[src/core/dcm_pkg.sv]
// Package with register map, reset values and carrier types for the correction and mixer bank.
`default_nettype none
package dcm_pkg;

	// Register offsets on the configuration port.
	localparam logic [4:0] ALARM_MASK_OFS          = 5'h07;
	localparam logic [4:0] OFFSET_CORR_A_OFS       = 5'h08;
	localparam logic [4:0] FIFO_PRESET_OFS_B_OFS   = 5'h09;
	localparam logic [4:0] OFFSET_CORR_C_OFS       = 5'h0A;
	localparam logic [4:0] OFFSET_CORR_D_OFS       = 5'h0B;
	localparam logic [4:0] GAIN_CORR_A_OFS         = 5'h0C;
	localparam logic [4:0] COARSE_MIX_GAIN_B_OFS   = 5'h0D;
	localparam logic [4:0] GAIN_CORR_C_OFS         = 5'h0E;
	localparam logic [4:0] OUT_DELAY_GAIN_D_OFS    = 5'h0F;
	localparam logic [4:0] PHASE_CORR_AB_OFS       = 5'h10;
	localparam logic [4:0] PHASE_CORR_CD_OFS       = 5'h11;
	localparam logic [4:0] OSC_PHASE_OFFSET_AB_OFS = 5'h12;
	localparam logic [4:0] OSC_PHASE_OFFSET_CD_OFS = 5'h13;
	localparam logic [4:0] OSC_FREQ_LOW_AB_OFS     = 5'h14;
	localparam int         REG_COUNT               = 14;

	// Writable bits and reset value of each register, index 0 at the first offset.
	localparam logic [15:0] WRITE_MASK [REG_COUNT] = '{
		16'hFFFF, 16'h1FFF, 16'hFFFF, 16'h1FFF, 16'h1FFF, 16'h07FF, 16'hF7FF,
		16'h07FF, 16'hF7FF, 16'h0FFF, 16'h0FFF, 16'hFFFF, 16'hFFFF, 16'hFFFF};
	localparam logic [15:0] RESET_VAL [REG_COUNT] = '{
		16'hFFFF, 16'h0000, 16'h8000, 16'h0000, 16'h0000, 16'h0400, 16'h0400,
		16'h0400, 16'h0400, 16'h0000, 16'h0000, 16'h0000, 16'h0000, 16'h0000};

	// Field positions.
	localparam int OFFSET_MSB     = 12;
	localparam int GAIN_MSB       = 10;
	localparam int GAIN_FRAC_BITS = 10;
	localparam int PHASE_MSB      = 11;
	localparam int PHASE_FRAC     = 12;
	localparam int FIFO_OFS_LSB   = 13;
	localparam int CMIX_LSB       = 12;
	localparam int DELAY_AB_LSB   = 14;
	localparam int DELAY_CD_LSB   = 12;
	localparam int DELAY_DEPTH    = 4;

	// Alarm mask bit positions.
	localparam int ALM_ZERO_CHK   = 15;
	localparam int ALM_COLLISION  = 13;
	localparam int ALM_ONE_APART  = 12;
	localparam int ALM_TWO_APART  = 11;
	localparam int ALM_CONV_CLK   = 10;
	localparam int ALM_DATA_CLK   = 9;
	localparam int ALM_OUT_GONE   = 8;
	localparam int ALM_PATTERN    = 7;
	localparam int ALM_PLL        = 5;
	localparam int ALM_PARITY_LSB = 1;
	localparam logic [15:0] ALARM_USED = 16'hBFBE;

	// Sync groups and the bit of each select field that enables auto-sync on write.
	localparam int GRP_OFS_AB = 0;
	localparam int GRP_OFS_CD = 1;
	localparam int GRP_COR_AB = 2;
	localparam int GRP_COR_CD = 3;
	localparam int GRP_MIX_AB = 4;
	localparam int GRP_MIX_CD = 5;
	localparam int GRP_COUNT  = 6;
	localparam int SEL_REG_WRITE = 0;

	typedef struct packed {
		logic        wr;
		logic        rd;
		logic [4:0]  addr;
		logic [15:0] wdata;
	} dcm_reg_req_t;

	typedef struct packed {
		logic [15:0] a;
		logic [15:0] b;
		logic [15:0] c;
		logic [15:0] d;
	} dcm_quad_t;

endpackage
`default_nettype wire

[src/core/dcm_regs.sv]
// Correction and mixer register bank with double-buffered groups and sample path.
`default_nettype none

// Behaviour
// - Alarm mask bit one masks its alarm, zero unmasks; all ones after reset.
// - Mask bits map to fixed alarms; bits 14, 6 and 0 unused.
// - Offsets are 13-bit LSB counts; writing A offset auto-syncs A and B.
// - Writing B offset alone leaves active offsets; host writes A last.
// - Writing C offset auto-syncs C and D; D alone does nothing.
// - On FIFO sync, the 3-bit preset loads the read pointer; reset 100.
// - Gains are unsigned 11-bit, binary point above bit 9; reset is unity.
// - Four coarse mixer enables combine into plus or minus n times fs/8.
// - A/B and C/D outputs each delayed 0 to 3 cycles by own field.
// - A/B phase times current B sample is added into A sample.
// - C/D phase times current D sample is added into C sample.
// - Writing A/B phase loads A gain, B gain and A/B phase together.
// - Writing C/D phase loads C gain, D gain and C/D phase together.
// - Phase offset adds to accumulator upper 16 bits to address tables.
// - Writing a path phase offset loads it with its whole frequency word.
// - Frequency word is 32-bit two's complement; A/B low half in own register.
// - Write auto-sync happens only when the group's write-source bit is set.
module dcm_regs (
	// Clock and reset.
	input  wire logic                         clk,
	input  wire logic                         sys_rst,
	// Register port from the serial configuration interface.
	input  wire dcm_pkg::dcm_reg_req_t        reg_req,
	output logic                              rd_valid_q,
	output logic [15:0]                       rdata_q,
	// Sync sources: select fields and events (bit 2 serial, 1 sync pin, 0 strobe).
	input  wire logic [5:0][3:0]              sync_sel,
	input  wire logic [2:0]                   sync_evt,
	input  wire logic                         fifo_sync,
	// Frequency word halves held outside this bank.
	input  wire logic [15:0]                  osc_freq_hi_ab,
	input  wire logic [15:0]                  osc_freq_lo_cd,
	input  wire logic [15:0]                  osc_freq_hi_cd,
	// Raw alarms and status clear.
	input  wire logic [15:0]                  alarm_raw,
	input  wire logic [15:0]                  alarm_clr,
	output logic [15:0]                       alarm_status_q,
	output logic                              alarm_pin_q,
	output logic                              out_shutdown_q,
	// Sample path.
	input  wire dcm_pkg::dcm_quad_t           samp_in,
	output dcm_pkg::dcm_quad_t                samp_out_q,
	output logic [15:0]                       nco_addr_ab_q,
	output logic [15:0]                       nco_addr_cd_q,
	output logic [3:0]                        cmix_mode_q,
	output logic [2:0]                        fifo_rd_ptr_q
);

	function automatic logic [15:0] gain_mul(input logic [15:0] x, input logic [10:0] g);
		logic signed [27:0] p;
		p = $signed(x) * $signed({1'b0, g});
		return p[dcm_pkg::GAIN_FRAC_BITS +: 16];
	endfunction

	function automatic logic [15:0] phase_mul(input logic [15:0] x, input logic [11:0] ph);
		logic signed [27:0] p;
		p = $signed(x) * $signed(ph);
		return p[dcm_pkg::PHASE_FRAC +: 16];
	endfunction

	function automatic logic [15:0] ofs_ext(input logic [12:0] o);
		return {{3{o[dcm_pkg::OFFSET_MSB]}}, o};
	endfunction

	logic [15:0] regs_q [dcm_pkg::REG_COUNT];
	logic [12:0] act_off_q [4];
	logic [10:0] act_gain_q [4];
	logic [11:0] act_phase_ab_q;
	logic [11:0] act_phase_cd_q;
	logic [15:0] act_posoff_ab_q;
	logic [15:0] act_posoff_cd_q;
	logic [31:0] act_freq_ab_q;
	logic [31:0] act_freq_cd_q;
	logic [31:0] acc_ab_q;
	logic [31:0] acc_cd_q;
	logic [31:0] pipe_ab_q [dcm_pkg::DELAY_DEPTH];
	logic [31:0] pipe_cd_q [dcm_pkg::DELAY_DEPTH];

	// Address decode.
	wire         in_map  = (reg_req.addr >= dcm_pkg::ALARM_MASK_OFS) &&
	                       (reg_req.addr <= dcm_pkg::OSC_FREQ_LOW_AB_OFS);
	wire [4:0]   idx_raw = reg_req.addr - dcm_pkg::ALARM_MASK_OFS;
	wire [3:0]   idx     = idx_raw[3:0];
	wire         wr_hit  = reg_req.wr && in_map;
	// Unmapped reads still answer, with zero, so the host never waits on a stray address.
	wire         rd_hit  = reg_req.rd && in_map;

	wire [15:0] mask_r = regs_q[0];
	wire [15:0] r_ofs_a = regs_q[1];
	wire [15:0] r_fifo_b = regs_q[2];
	wire [15:0] r_ofs_c = regs_q[3];
	wire [15:0] r_ofs_d = regs_q[4];
	wire [15:0] r_gain_a = regs_q[5];
	wire [15:0] r_cmix_b = regs_q[6];
	wire [15:0] r_gain_c = regs_q[7];
	wire [15:0] r_dly_d = regs_q[8];
	wire [15:0] r_ph_ab = regs_q[9];
	wire [15:0] r_ph_cd = regs_q[10];
	wire [15:0] r_po_ab = regs_q[11];
	wire [15:0] r_po_cd = regs_q[12];
	wire [15:0] r_fl_ab = regs_q[13];

	// Writes to the A offset, C offset, phase and phase offset registers are the triggers; writes to the others trigger no sync.
	wire [5:0] trig_wr;
	assign trig_wr[dcm_pkg::GRP_OFS_AB] = wr_hit && reg_req.addr == dcm_pkg::OFFSET_CORR_A_OFS;
	assign trig_wr[dcm_pkg::GRP_OFS_CD] = wr_hit && reg_req.addr == dcm_pkg::OFFSET_CORR_C_OFS;
	assign trig_wr[dcm_pkg::GRP_COR_AB] = wr_hit && reg_req.addr == dcm_pkg::PHASE_CORR_AB_OFS;
	assign trig_wr[dcm_pkg::GRP_COR_CD] = wr_hit && reg_req.addr == dcm_pkg::PHASE_CORR_CD_OFS;
	assign trig_wr[dcm_pkg::GRP_MIX_AB] =
		wr_hit && reg_req.addr == dcm_pkg::OSC_PHASE_OFFSET_AB_OFS;
	assign trig_wr[dcm_pkg::GRP_MIX_CD] =
		wr_hit && reg_req.addr == dcm_pkg::OSC_PHASE_OFFSET_CD_OFS;

	// Sync is one cycle after the trigger write, so the group loads the value just stored.
	logic [5:0] trig_wr_q;
	logic [5:0] grp_sync;
	always_comb begin
		for (int g = 0; g < dcm_pkg::GRP_COUNT; g++) begin
			grp_sync[g] = (trig_wr_q[g] && sync_sel[g][dcm_pkg::SEL_REG_WRITE]) ||
			              (|(sync_sel[g][3:1] & sync_evt));
		end
	end

	// Reserved bits are cut on the way in, so they read back as zero.
	wire [15:0] wr_word = reg_req.wdata & dcm_pkg::WRITE_MASK[idx];
	wire [15:0] rd_word = rd_hit ? regs_q[idx] : 16'h0000;

	// Register writes and readback.
	always_ff @(posedge clk) begin
		if (sys_rst) begin
			for (int i = 0; i < dcm_pkg::REG_COUNT; i++) begin
				regs_q[i] <= dcm_pkg::RESET_VAL[i];
			end
			trig_wr_q  <= 6'h00;
			rd_valid_q <= 1'b0;
			rdata_q    <= 16'h0000;
		end else begin
			if (wr_hit) begin
				regs_q[idx] <= wr_word;
			end
			trig_wr_q  <= trig_wr;
			rd_valid_q <= reg_req.rd;
			rdata_q    <= rd_word;
		end
	end

	// Double-buffered active copies.
	always_ff @(posedge clk) begin
		if (sys_rst) begin
			for (int i = 0; i < 4; i++) begin
				act_off_q[i]  <= 13'h0000;
				act_gain_q[i] <= dcm_pkg::RESET_VAL[5][dcm_pkg::GAIN_MSB:0];
			end
			act_phase_ab_q  <= 12'h000;
			act_phase_cd_q  <= 12'h000;
			act_posoff_ab_q <= 16'h0000;
			act_posoff_cd_q <= 16'h0000;
			act_freq_ab_q   <= 32'h00000000;
			act_freq_cd_q   <= 32'h00000000;
		end else begin
			if (grp_sync[dcm_pkg::GRP_OFS_AB]) begin
				act_off_q[0] <= r_ofs_a[dcm_pkg::OFFSET_MSB:0];
				act_off_q[1] <= r_fifo_b[dcm_pkg::OFFSET_MSB:0];
			end
			if (grp_sync[dcm_pkg::GRP_OFS_CD]) begin
				act_off_q[2] <= r_ofs_c[dcm_pkg::OFFSET_MSB:0];
				act_off_q[3] <= r_ofs_d[dcm_pkg::OFFSET_MSB:0];
			end
			if (grp_sync[dcm_pkg::GRP_COR_AB]) begin
				act_gain_q[0]  <= r_gain_a[dcm_pkg::GAIN_MSB:0];
				act_gain_q[1]  <= r_cmix_b[dcm_pkg::GAIN_MSB:0];
				act_phase_ab_q <= r_ph_ab[dcm_pkg::PHASE_MSB:0];
			end
			if (grp_sync[dcm_pkg::GRP_COR_CD]) begin
				act_gain_q[2]  <= r_gain_c[dcm_pkg::GAIN_MSB:0];
				act_gain_q[3]  <= r_dly_d[dcm_pkg::GAIN_MSB:0];
				act_phase_cd_q <= r_ph_cd[dcm_pkg::PHASE_MSB:0];
			end
			if (grp_sync[dcm_pkg::GRP_MIX_AB]) begin
				act_posoff_ab_q <= r_po_ab;
				act_freq_ab_q   <= {osc_freq_hi_ab, r_fl_ab};
			end
			if (grp_sync[dcm_pkg::GRP_MIX_CD]) begin
				act_posoff_cd_q <= r_po_cd;
				act_freq_cd_q   <= {osc_freq_hi_cd, osc_freq_lo_cd};
			end
		end
	end

	// Alarm status and masking.
	wire [15:0] alarm_live     = alarm_status_q & ~mask_r & dcm_pkg::ALARM_USED;
	wire        live_collision = alarm_live[dcm_pkg::ALM_COLLISION];
	wire        live_conv_clk  = alarm_live[dcm_pkg::ALM_CONV_CLK];
	wire        live_data_clk  = alarm_live[dcm_pkg::ALM_DATA_CLK];
	wire        stop_cause     = live_collision || live_conv_clk || live_data_clk;
	// A set and a clear in the same cycle leave the bit set, so no event is lost.
	wire [15:0] alarm_status_d = ((alarm_status_q & ~alarm_clr) | alarm_raw) &
	                             dcm_pkg::ALARM_USED;

	always_ff @(posedge clk) begin
		if (sys_rst) begin
			alarm_status_q <= 16'h0000;
			alarm_pin_q    <= 1'b0;
			out_shutdown_q <= 1'b0;
		end else begin
			alarm_status_q <= alarm_status_d;
			alarm_pin_q    <= |alarm_live;
			out_shutdown_q <= stop_cause && !mask_r[dcm_pkg::ALM_OUT_GONE];
		end
	end

	// Corrected samples; the sums wrap at 16 bits with no saturation.
	// unsigned gain scaling
	wire [15:0] corr_a = gain_mul(samp_in.a, act_gain_q[0]) +
	                     phase_mul(samp_in.b, act_phase_ab_q) + ofs_ext(act_off_q[0]);
	wire [15:0] corr_b = gain_mul(samp_in.b, act_gain_q[1]) + ofs_ext(act_off_q[1]);
	wire [15:0] corr_c = gain_mul(samp_in.c, act_gain_q[2]) +
	                     phase_mul(samp_in.d, act_phase_cd_q) + ofs_ext(act_off_q[2]);
	wire [15:0] corr_d = gain_mul(samp_in.d, act_gain_q[3]) + ofs_ext(act_off_q[3]);

	// The delay fields act at once; they belong to no sync group.
	wire [1:0] dly_ab = r_dly_d[dcm_pkg::DELAY_AB_LSB +: 2];
	wire [1:0] dly_cd = r_dly_d[dcm_pkg::DELAY_CD_LSB +: 2];
	wire [31:0] sel_ab = pipe_ab_q[dly_ab];
	wire [31:0] sel_cd = pipe_cd_q[dly_cd];

	always_ff @(posedge clk) begin
		if (sys_rst) begin
			for (int i = 0; i < dcm_pkg::DELAY_DEPTH; i++) begin
				pipe_ab_q[i] <= 32'h00000000;
				pipe_cd_q[i] <= 32'h00000000;
			end
			samp_out_q <= '0;
		end else begin
			pipe_ab_q[0] <= {corr_a, corr_b};
			pipe_cd_q[0] <= {corr_c, corr_d};
			for (int i = 1; i < dcm_pkg::DELAY_DEPTH; i++) begin
				pipe_ab_q[i] <= pipe_ab_q[i-1];
				pipe_cd_q[i] <= pipe_cd_q[i-1];
			end
			samp_out_q <= {sel_ab, sel_cd};
		end
	end

	// Oscillator accumulators; the word wraps, so negative words step backwards.
	wire [31:0] acc_ab_d      = acc_ab_q + act_freq_ab_q;
	wire [31:0] acc_cd_d      = acc_cd_q + act_freq_cd_q;
	wire [15:0] nco_addr_ab_d = acc_ab_q[31:16] + act_posoff_ab_q;
	wire [15:0] nco_addr_cd_d = acc_cd_q[31:16] + act_posoff_cd_q;

	always_ff @(posedge clk) begin
		if (sys_rst) begin
			acc_ab_q      <= 32'h00000000;
			acc_cd_q      <= 32'h00000000;
			nco_addr_ab_q <= 16'h0000;
			nco_addr_cd_q <= 16'h0000;
		end else begin
			acc_ab_q      <= acc_ab_d;
			acc_cd_q      <= acc_cd_d;
			nco_addr_ab_q <= nco_addr_ab_d;
			nco_addr_cd_q <= nco_addr_cd_d;
		end
	end

	// Coarse mixer enables and FIFO preset.
	always_ff @(posedge clk) begin
		if (sys_rst) begin
			cmix_mode_q   <= 4'h0;
			fifo_rd_ptr_q <= dcm_pkg::RESET_VAL[2][dcm_pkg::FIFO_OFS_LSB +: 3];
		end else begin
			cmix_mode_q <= r_cmix_b[dcm_pkg::CMIX_LSB +: 4];
			if (fifo_sync) begin
				fifo_rd_ptr_q <= r_fifo_b[dcm_pkg::FIFO_OFS_LSB +: 3];
			end
		end
	end

endmodule
`default_nettype wire

[config.mk]
export PLATFORM = sky130hd
export DESIGN_NAME = dcm_regs
export DESIGN_NICKNAME = d
export VERILOG_FILES = /design/src/core/dcm_pkg.sv /design/src/core/dcm_regs.sv
export SDC_FILE = /design/constraint.sdc
export NUM_CORES = 2
export LEC_CHECK = 0
export ABC_AREA = 1
export BUFFER_PORTS_ARGS = -buffer_cell sky130_fd_sc_hd__buf_2
export CORE_UTILIZATION = 60
export DETAILED_ROUTE_END_ITERATION = 12
export GPL_TIMING_DRIVEN = 0
export PLACE_DENSITY_LB_ADDON = 0.1
export SETUP_SLACK_MARGIN = 0.4
export SLEW_MARGIN = 20
export SYNTH_ARGS = -nofsm -noshare
export SYNTH_HDL_FRONTEND = slang
export SYNTH_SLANG_ARGS = --single-unit
[constraint.sdc]
create_clock -name clk -period 15.29 [get_ports clk]
set_input_delay 0 -clock clk [delete_from_list [all_inputs] [get_ports clk]]
set_output_delay 0 -clock clk [all_outputs]
set_load 0.05 [all_outputs]
Word level (Yosys, flattened, before mapping)
Memories as Yosys holds them, arrays and structs flattened. A register that Yosys moved wholly into a read port is not among the register bits.
Cells that the tools add are included.
Cells by class
  $add $sub $neg: 11
  multiply operators: 6
  magnitude comparators: 3
  equal/unequal tests: 6
  multiplexer cells: 39
  bitwise logic cells: 30
  reduce and logical (&&, ||, !) cells: 34
Operators by type and width (count)
  32-bit 2-to-1 mux: 8
  16-bit adder: 8
  16-bit by 12-bit multiplier with 26-bit output: 4
  32-bit adder: 2
  16-bit by 12-bit multiplier with 28-bit output: 2
  13-bit 2-to-1 mux: 4
  16-bit AND: 3
  16-bit 2-to-1 mux: 3
  11-bit 2-to-1 mux: 4
  16-bit NOT: 2
  5-bit == test, second input constant: 4
  1-bit 2-to-1 mux: 19
  3-bit AND: 6
  3-bit OR reduction: 6
  1-bit logical AND: 16
  1-bit bitwise OR: 16
  16-bit bitwise OR: 1
  16-bit OR reduction: 1
  13-bit OR reduction: 1
  5-bit by 4-bit == test with 1-bit output, second input constant: 2
  1-bit logical OR: 8
  5-bit by 3-bit >= comparator with 1-bit output, second input constant: 1
  5-bit >= comparator, second input constant: 1
  5-bit less-or-equal comparator, second input constant: 1
  6 further kinds: 6
Storage, ports and cells
  flip-flop bits (word level): 192
  bits in writable memories: 576
  ROM bits: 256
  bits of input ports: 197
  output and inout bits: 138
  logic and storage cells: 149
  memories kept: 6
Memories
  (no name shown): depth 16, width 16, rd ports 1, clocked after memory_dff 0, wr ports 0, line dcm_regs.sv:129  | wire [15:0] wr_word = reg_req.wdata & dcm_pkg::WRITE_MASK[idx];
  regs_q: depth 14, width 16, rd ports 15, clocked after memory_dff 6, wr ports 14, line dcm_regs.sv:69  | logic [15:0] regs_q [dcm_pkg::REG_COUNT];
  pipe_ab_q: depth 4, width 32, rd ports 4, clocked after memory_dff 1, wr ports 4, line dcm_regs.sv:80  | logic [31:0] pipe_ab_q [dcm_pkg::DELAY_DEPTH];
  pipe_cd_q: depth 4, width 32, rd ports 4, clocked after memory_dff 1, wr ports 4, line dcm_regs.sv:81  | logic [31:0] pipe_cd_q [dcm_pkg::DELAY_DEPTH];
  act_off_q: depth 4, width 13, rd ports 4, clocked after memory_dff 0, wr ports 4, line dcm_regs.sv:70  | logic [12:0] act_off_q [4];
  act_gain_q: depth 4, width 11, rd ports 4, clocked after memory_dff 0, wr ports 4, line dcm_regs.sv:71  | logic [10:0] act_gain_q [4];

Longest topological paths before layout
  depth after elaboration: 8
  mapped depth: 42
  gate-level depth less buffers: 40

Worst setup path before layout
OpenSTA, ideal clock, no wires.
  path type: register -> register
  start point: reg act_phase_ab_q[3] (read register of regs_q)
  end point: mem pipe_ab_q[0][31]
  library setup time: 0.115 ns
  arrival time: 6.642 ns
  data required time: 15.175 ns
  slack: 8.533 ns
  stages on the path, launching flop included: 36
  path buffers: 2
  period minus slack after synthesis: 6.757 ns
  cells stage by stage: dfxtp_1 clkbuf_1 clkbuf_1 nand2_1 fa_1 fa_1 fa_1 inv_1 fa_1 inv_1 fa_1 inv_1 ha_1 nand2_1 or2_2 nand2_1 o21bai_1 nand2_1 nand2_1 a21oi_1 o21ai_0 xnor2_1 fa_1 inv_1 ha_1 nand2_1 inv_1 nand3_1 o21ai_2 inv_1 o21ai_0 inv_1 nand3_1 nand3_1 a21oi_1 nor2_1
RTL lines
  start: declaration: line dcm_regs.sv:72  | logic [11:0] act_phase_ab_q;
  end: declaration: line dcm_regs.sv:80

==> summary.md <==
| Metric | Value |
|---|---|
| Hold depth | `4` |
| Layout overhead on the synthesized area | `10.5%` |
| CP dominant cell by count | `nand2_1` |
| Worst Path Arrival | `9.31 ns` |
| Startpoint Class | `flop` |
| Pwr/cell area | `212 nW/um^2` |
| Post-synth design cell area | `80,400 um^2` |
| Slew headroom | `10.1%` |
| Die ar. | `136,000 um^2` |
| Sequential area share after synthesis | `27.6%` |
| Clock root cell | `clkbuf_16` |
| Reg2reg path depth | `33` |
| Peak Freq | `115 MHz` |
| Routed via count | `67,900` |
| Yosys warning count | `0` |
| Total track usage | `37.7%` |
| First-pass GRT wire length | `387,000 um` |
| TritonRoute pass-1 iters | `6` |
| Vias per Instance | `5.50` |
| H-tree Lvls | `3` |
| Final hold violations | `0` |
| Die height | `368 um` |
| Total core area | `132,000 um^2` |
| Cell Count, Final, Fillers Out | `12,400` |
| GP Congestion | `1.03` |
| CTS tree | `yes` |
| I/O Buffers | `318` |
| Max-cap violation count | `0` |
| Leakage | `45.4 nW` |
| CTS resizes | `0` |
| Starting Density | `60.8%` |
| Final ANT Viol Nets | `0` |
| Routed Wire Length | `253,000 um` |
| Die Width | `368 um` |
| # IOs | `335` |
| WHS Endpoint | `act_freq_ab_q[17]` |
| Cells after DPL | `12,100` |
| Post-synth EDFFs | `352` |
| Netlist cell types | `63` |
| Tcrit/Tclk final | `56.8%` |
| Critical path type | `flop to flop` |
| CP Capture Type | `flop` |
| Dpl hpwl | `205,000 um` |
| Worst VDD drop | `0.360 mV` |
| Total congestion overflow | `0` |
| Wire length per cell | `20.5 um` |
| Main synth FF type | `dfxtp_1` |
| Clk sinks | `933` |
| Flop2flop setup slack | `6.60 ns` |
| Worst hold path type | `primary input to flop` |
| Commonest non-fill, non-tap cell in the layout | `inv_1` |
| RSZ-0062 raised after global routing | `false` |
| #FFs+latches synth | `933` |
| Crit path max fanout | `10` |
| Share of layout cells above drive strength 1 | `5.91%` |
| Placement Cell Area | `84,300 um^2` |
| Vias in the first global route | `67,500` |
| Status | `completed` |
| Overall Power | `18.8 mW` |
| Worst reg2reg endpoint | `pipe_cd_q[0][31]` |
| Setup total negative slack | `0 ns` |
| CTS Buf Count | `97` |
| Clock latency on the worst-skew pair | `0.76 ns` |
| FP Rows | `133` |
| Final Skew | `0.0585 ns` |
| Initial DRC Count | `7,146` |
| Synthesized instance count | `9,971` |
| Max-slew violations | `0` |
| CTS Buffer Depth | `3` |
| Finished Cell Area | `88,900 um^2` |
| Fillers | `11,200` |
| DRC violations left | `0` |
| Final setup vio count | `0` |
| Post-synth ARST share | `0%` |
| Hold-fix buffers, CTS | `123` |
| R2R Path Start | `act_phase_cd_q[6]` |
| Hold Startpoint | `osc_freq_hi_ab[1]` |
| Clock-pin slew on the worst setup and hold paths | `0.08 ns` |
| Worst path slowest cell | `clkbuf_1` |
| Post-route minimum period | `8.69 ns` |
| Critical Path RT | `15.91 ns` |
| Total setup buffers inserted after CTS | `0` |
| Mapped Avg Cell Area | `8.07 um^2` |
| Crit path largest cell delay | `0.64 ns` |
| Most frequent cells in the layout | `2,360 x inv_1, 1,730 x nand2_1, 1,047 x nor2_1, 998 x fa_1, 680 x a21oi_1` |
| Initial antenna violation count | `9` |
| Nets | `12,200` |
| Worst-Margin Slew | `1.35 ns` |
| Largest net degree at the start of global routing | `27` |
==> critical path, delay by kind of cell (launching register included) <==
kind            cells  cell delay [ns]
compound gates      2             0.70
fa+ha+maj           8             3.79
flops               1             0.31
buf+inv             8             1.51
xor+xnor            1             0.19
simple gates       14             2.07
==> report_power, final <==
| group | total (mW) | switching, mW | internal (mW) | leakage (nW) |
|---|---|---|---|---|
| Clock | 2.46 | 1.09 | 1.37 | 1.60 |
| Sequential | 3.12 | 0.172 | 2.95 | 8.28 |
| Combinational | 13.2 | 8.67 | 4.57 | 35.5 |
==> how the worst max path moves through the flow <==
| stage | start | endpoint | slack [ns] |
|---|---|---|---|
| CTS | act_phase_cd_q[6] | pipe_cd_q[0][31] | 6.77 |
| detailed placement | act_phase_cd_q[6] | pipe_cd_q[0][31] | 6.78 |
| finish | act_phase_cd_q[6] | pipe_cd_q[0][31] | 6.60 |
| global placement | act_phase_cd_q[6] | pipe_cd_q[0][31] | 6.80 |
| floorplan | act_phase_ab_q[3] | pipe_ab_q[0][31] | 8.53 |
| global route | act_phase_ab_q[6] | pipe_ab_q[0][31] | 6.35 |
==> state kept, by name (all words and copies together) (netlist names), 32 cells and up <==
name,cells
regs_q,256
pipe_ab_q,128
pipe_cd_q,128
samp_out_q,64
act_off_q,52
act_gain_q,44
acc_ab_q,32
acc_cd_q,32
act_freq_ab_q,32
act_freq_cd_q,32
==> area by class of cell <==
type	instances	area [um^2]	share of cell area, %
flip-flops and latches	933	22200	25.0
repair buffers	446	2890	3.25
multi-input cells	6220	47600	53.5
plain buffers	442	1760	1.98
inverters	2378	8930	10.0
clock buffers	129	2730	3.07
well taps	1755	2200	2.47
clock inverters	52	602	0.677
diodes	1	2.50	0.00281
==> synth_stat cells, drive strengths merged, types with 21 or more instances <==
cell    count  area share, %
xor2       69           0.75
o21ai     602            3.8
a31oi      36           0.28
nor3       42           0.27
ha        480            7.5
or2        23           0.18
xnor2      70           0.76
o22ai      21           0.16
nand3     142           0.89
dfxtp     581             14
buf        60           0.38
nand4      33           0.26
a21oi     682            4.3
o21bai     21           0.21
o21a       57           0.53
a21o       29           0.27
edfxtp    352             13
nand2    1744            8.2
nor2     1060            5.0
inv      2377             11
clkbuf    382            1.8
fa        998             25
==> layer usage <==
layer  vias up  track usage (%)  wire (um)
met3       485             8.25      27000
li1      31300                -          -
met2      3300             58.9     113000
met1     32800             51.8     104000
met5         -                0         44
met4         6             12.8       9360
==> through the flow <==
stage               setup WS, ns  hold slack [ns]  utilization (%)
floorplan                   8.53           0.0770                -
global placement            6.80            0.206             63.7
detailed placement          6.78            0.213             63.7
CTS                         6.77         0.000669             67.2
global route                6.35           0.0566             67.2
finish                      6.60           0.0369             67.2
==> kinds of logic after synthesis <==
logic type / Yosys count / synth area share, %
AO/OA/AOI/OAI: 1531 / 10.3
XOR/XNOR: 139 / 1.51
adder cells (fa/ha/maj): 1478 / 32.3
buffers and inverters: 2820 / 13.3
flip-flops: 933 / 27.6
other: 1 / 0.00466
AND/OR/NAND/NOR: 3069 / 15.0
(Power assumes the default switching activity.)
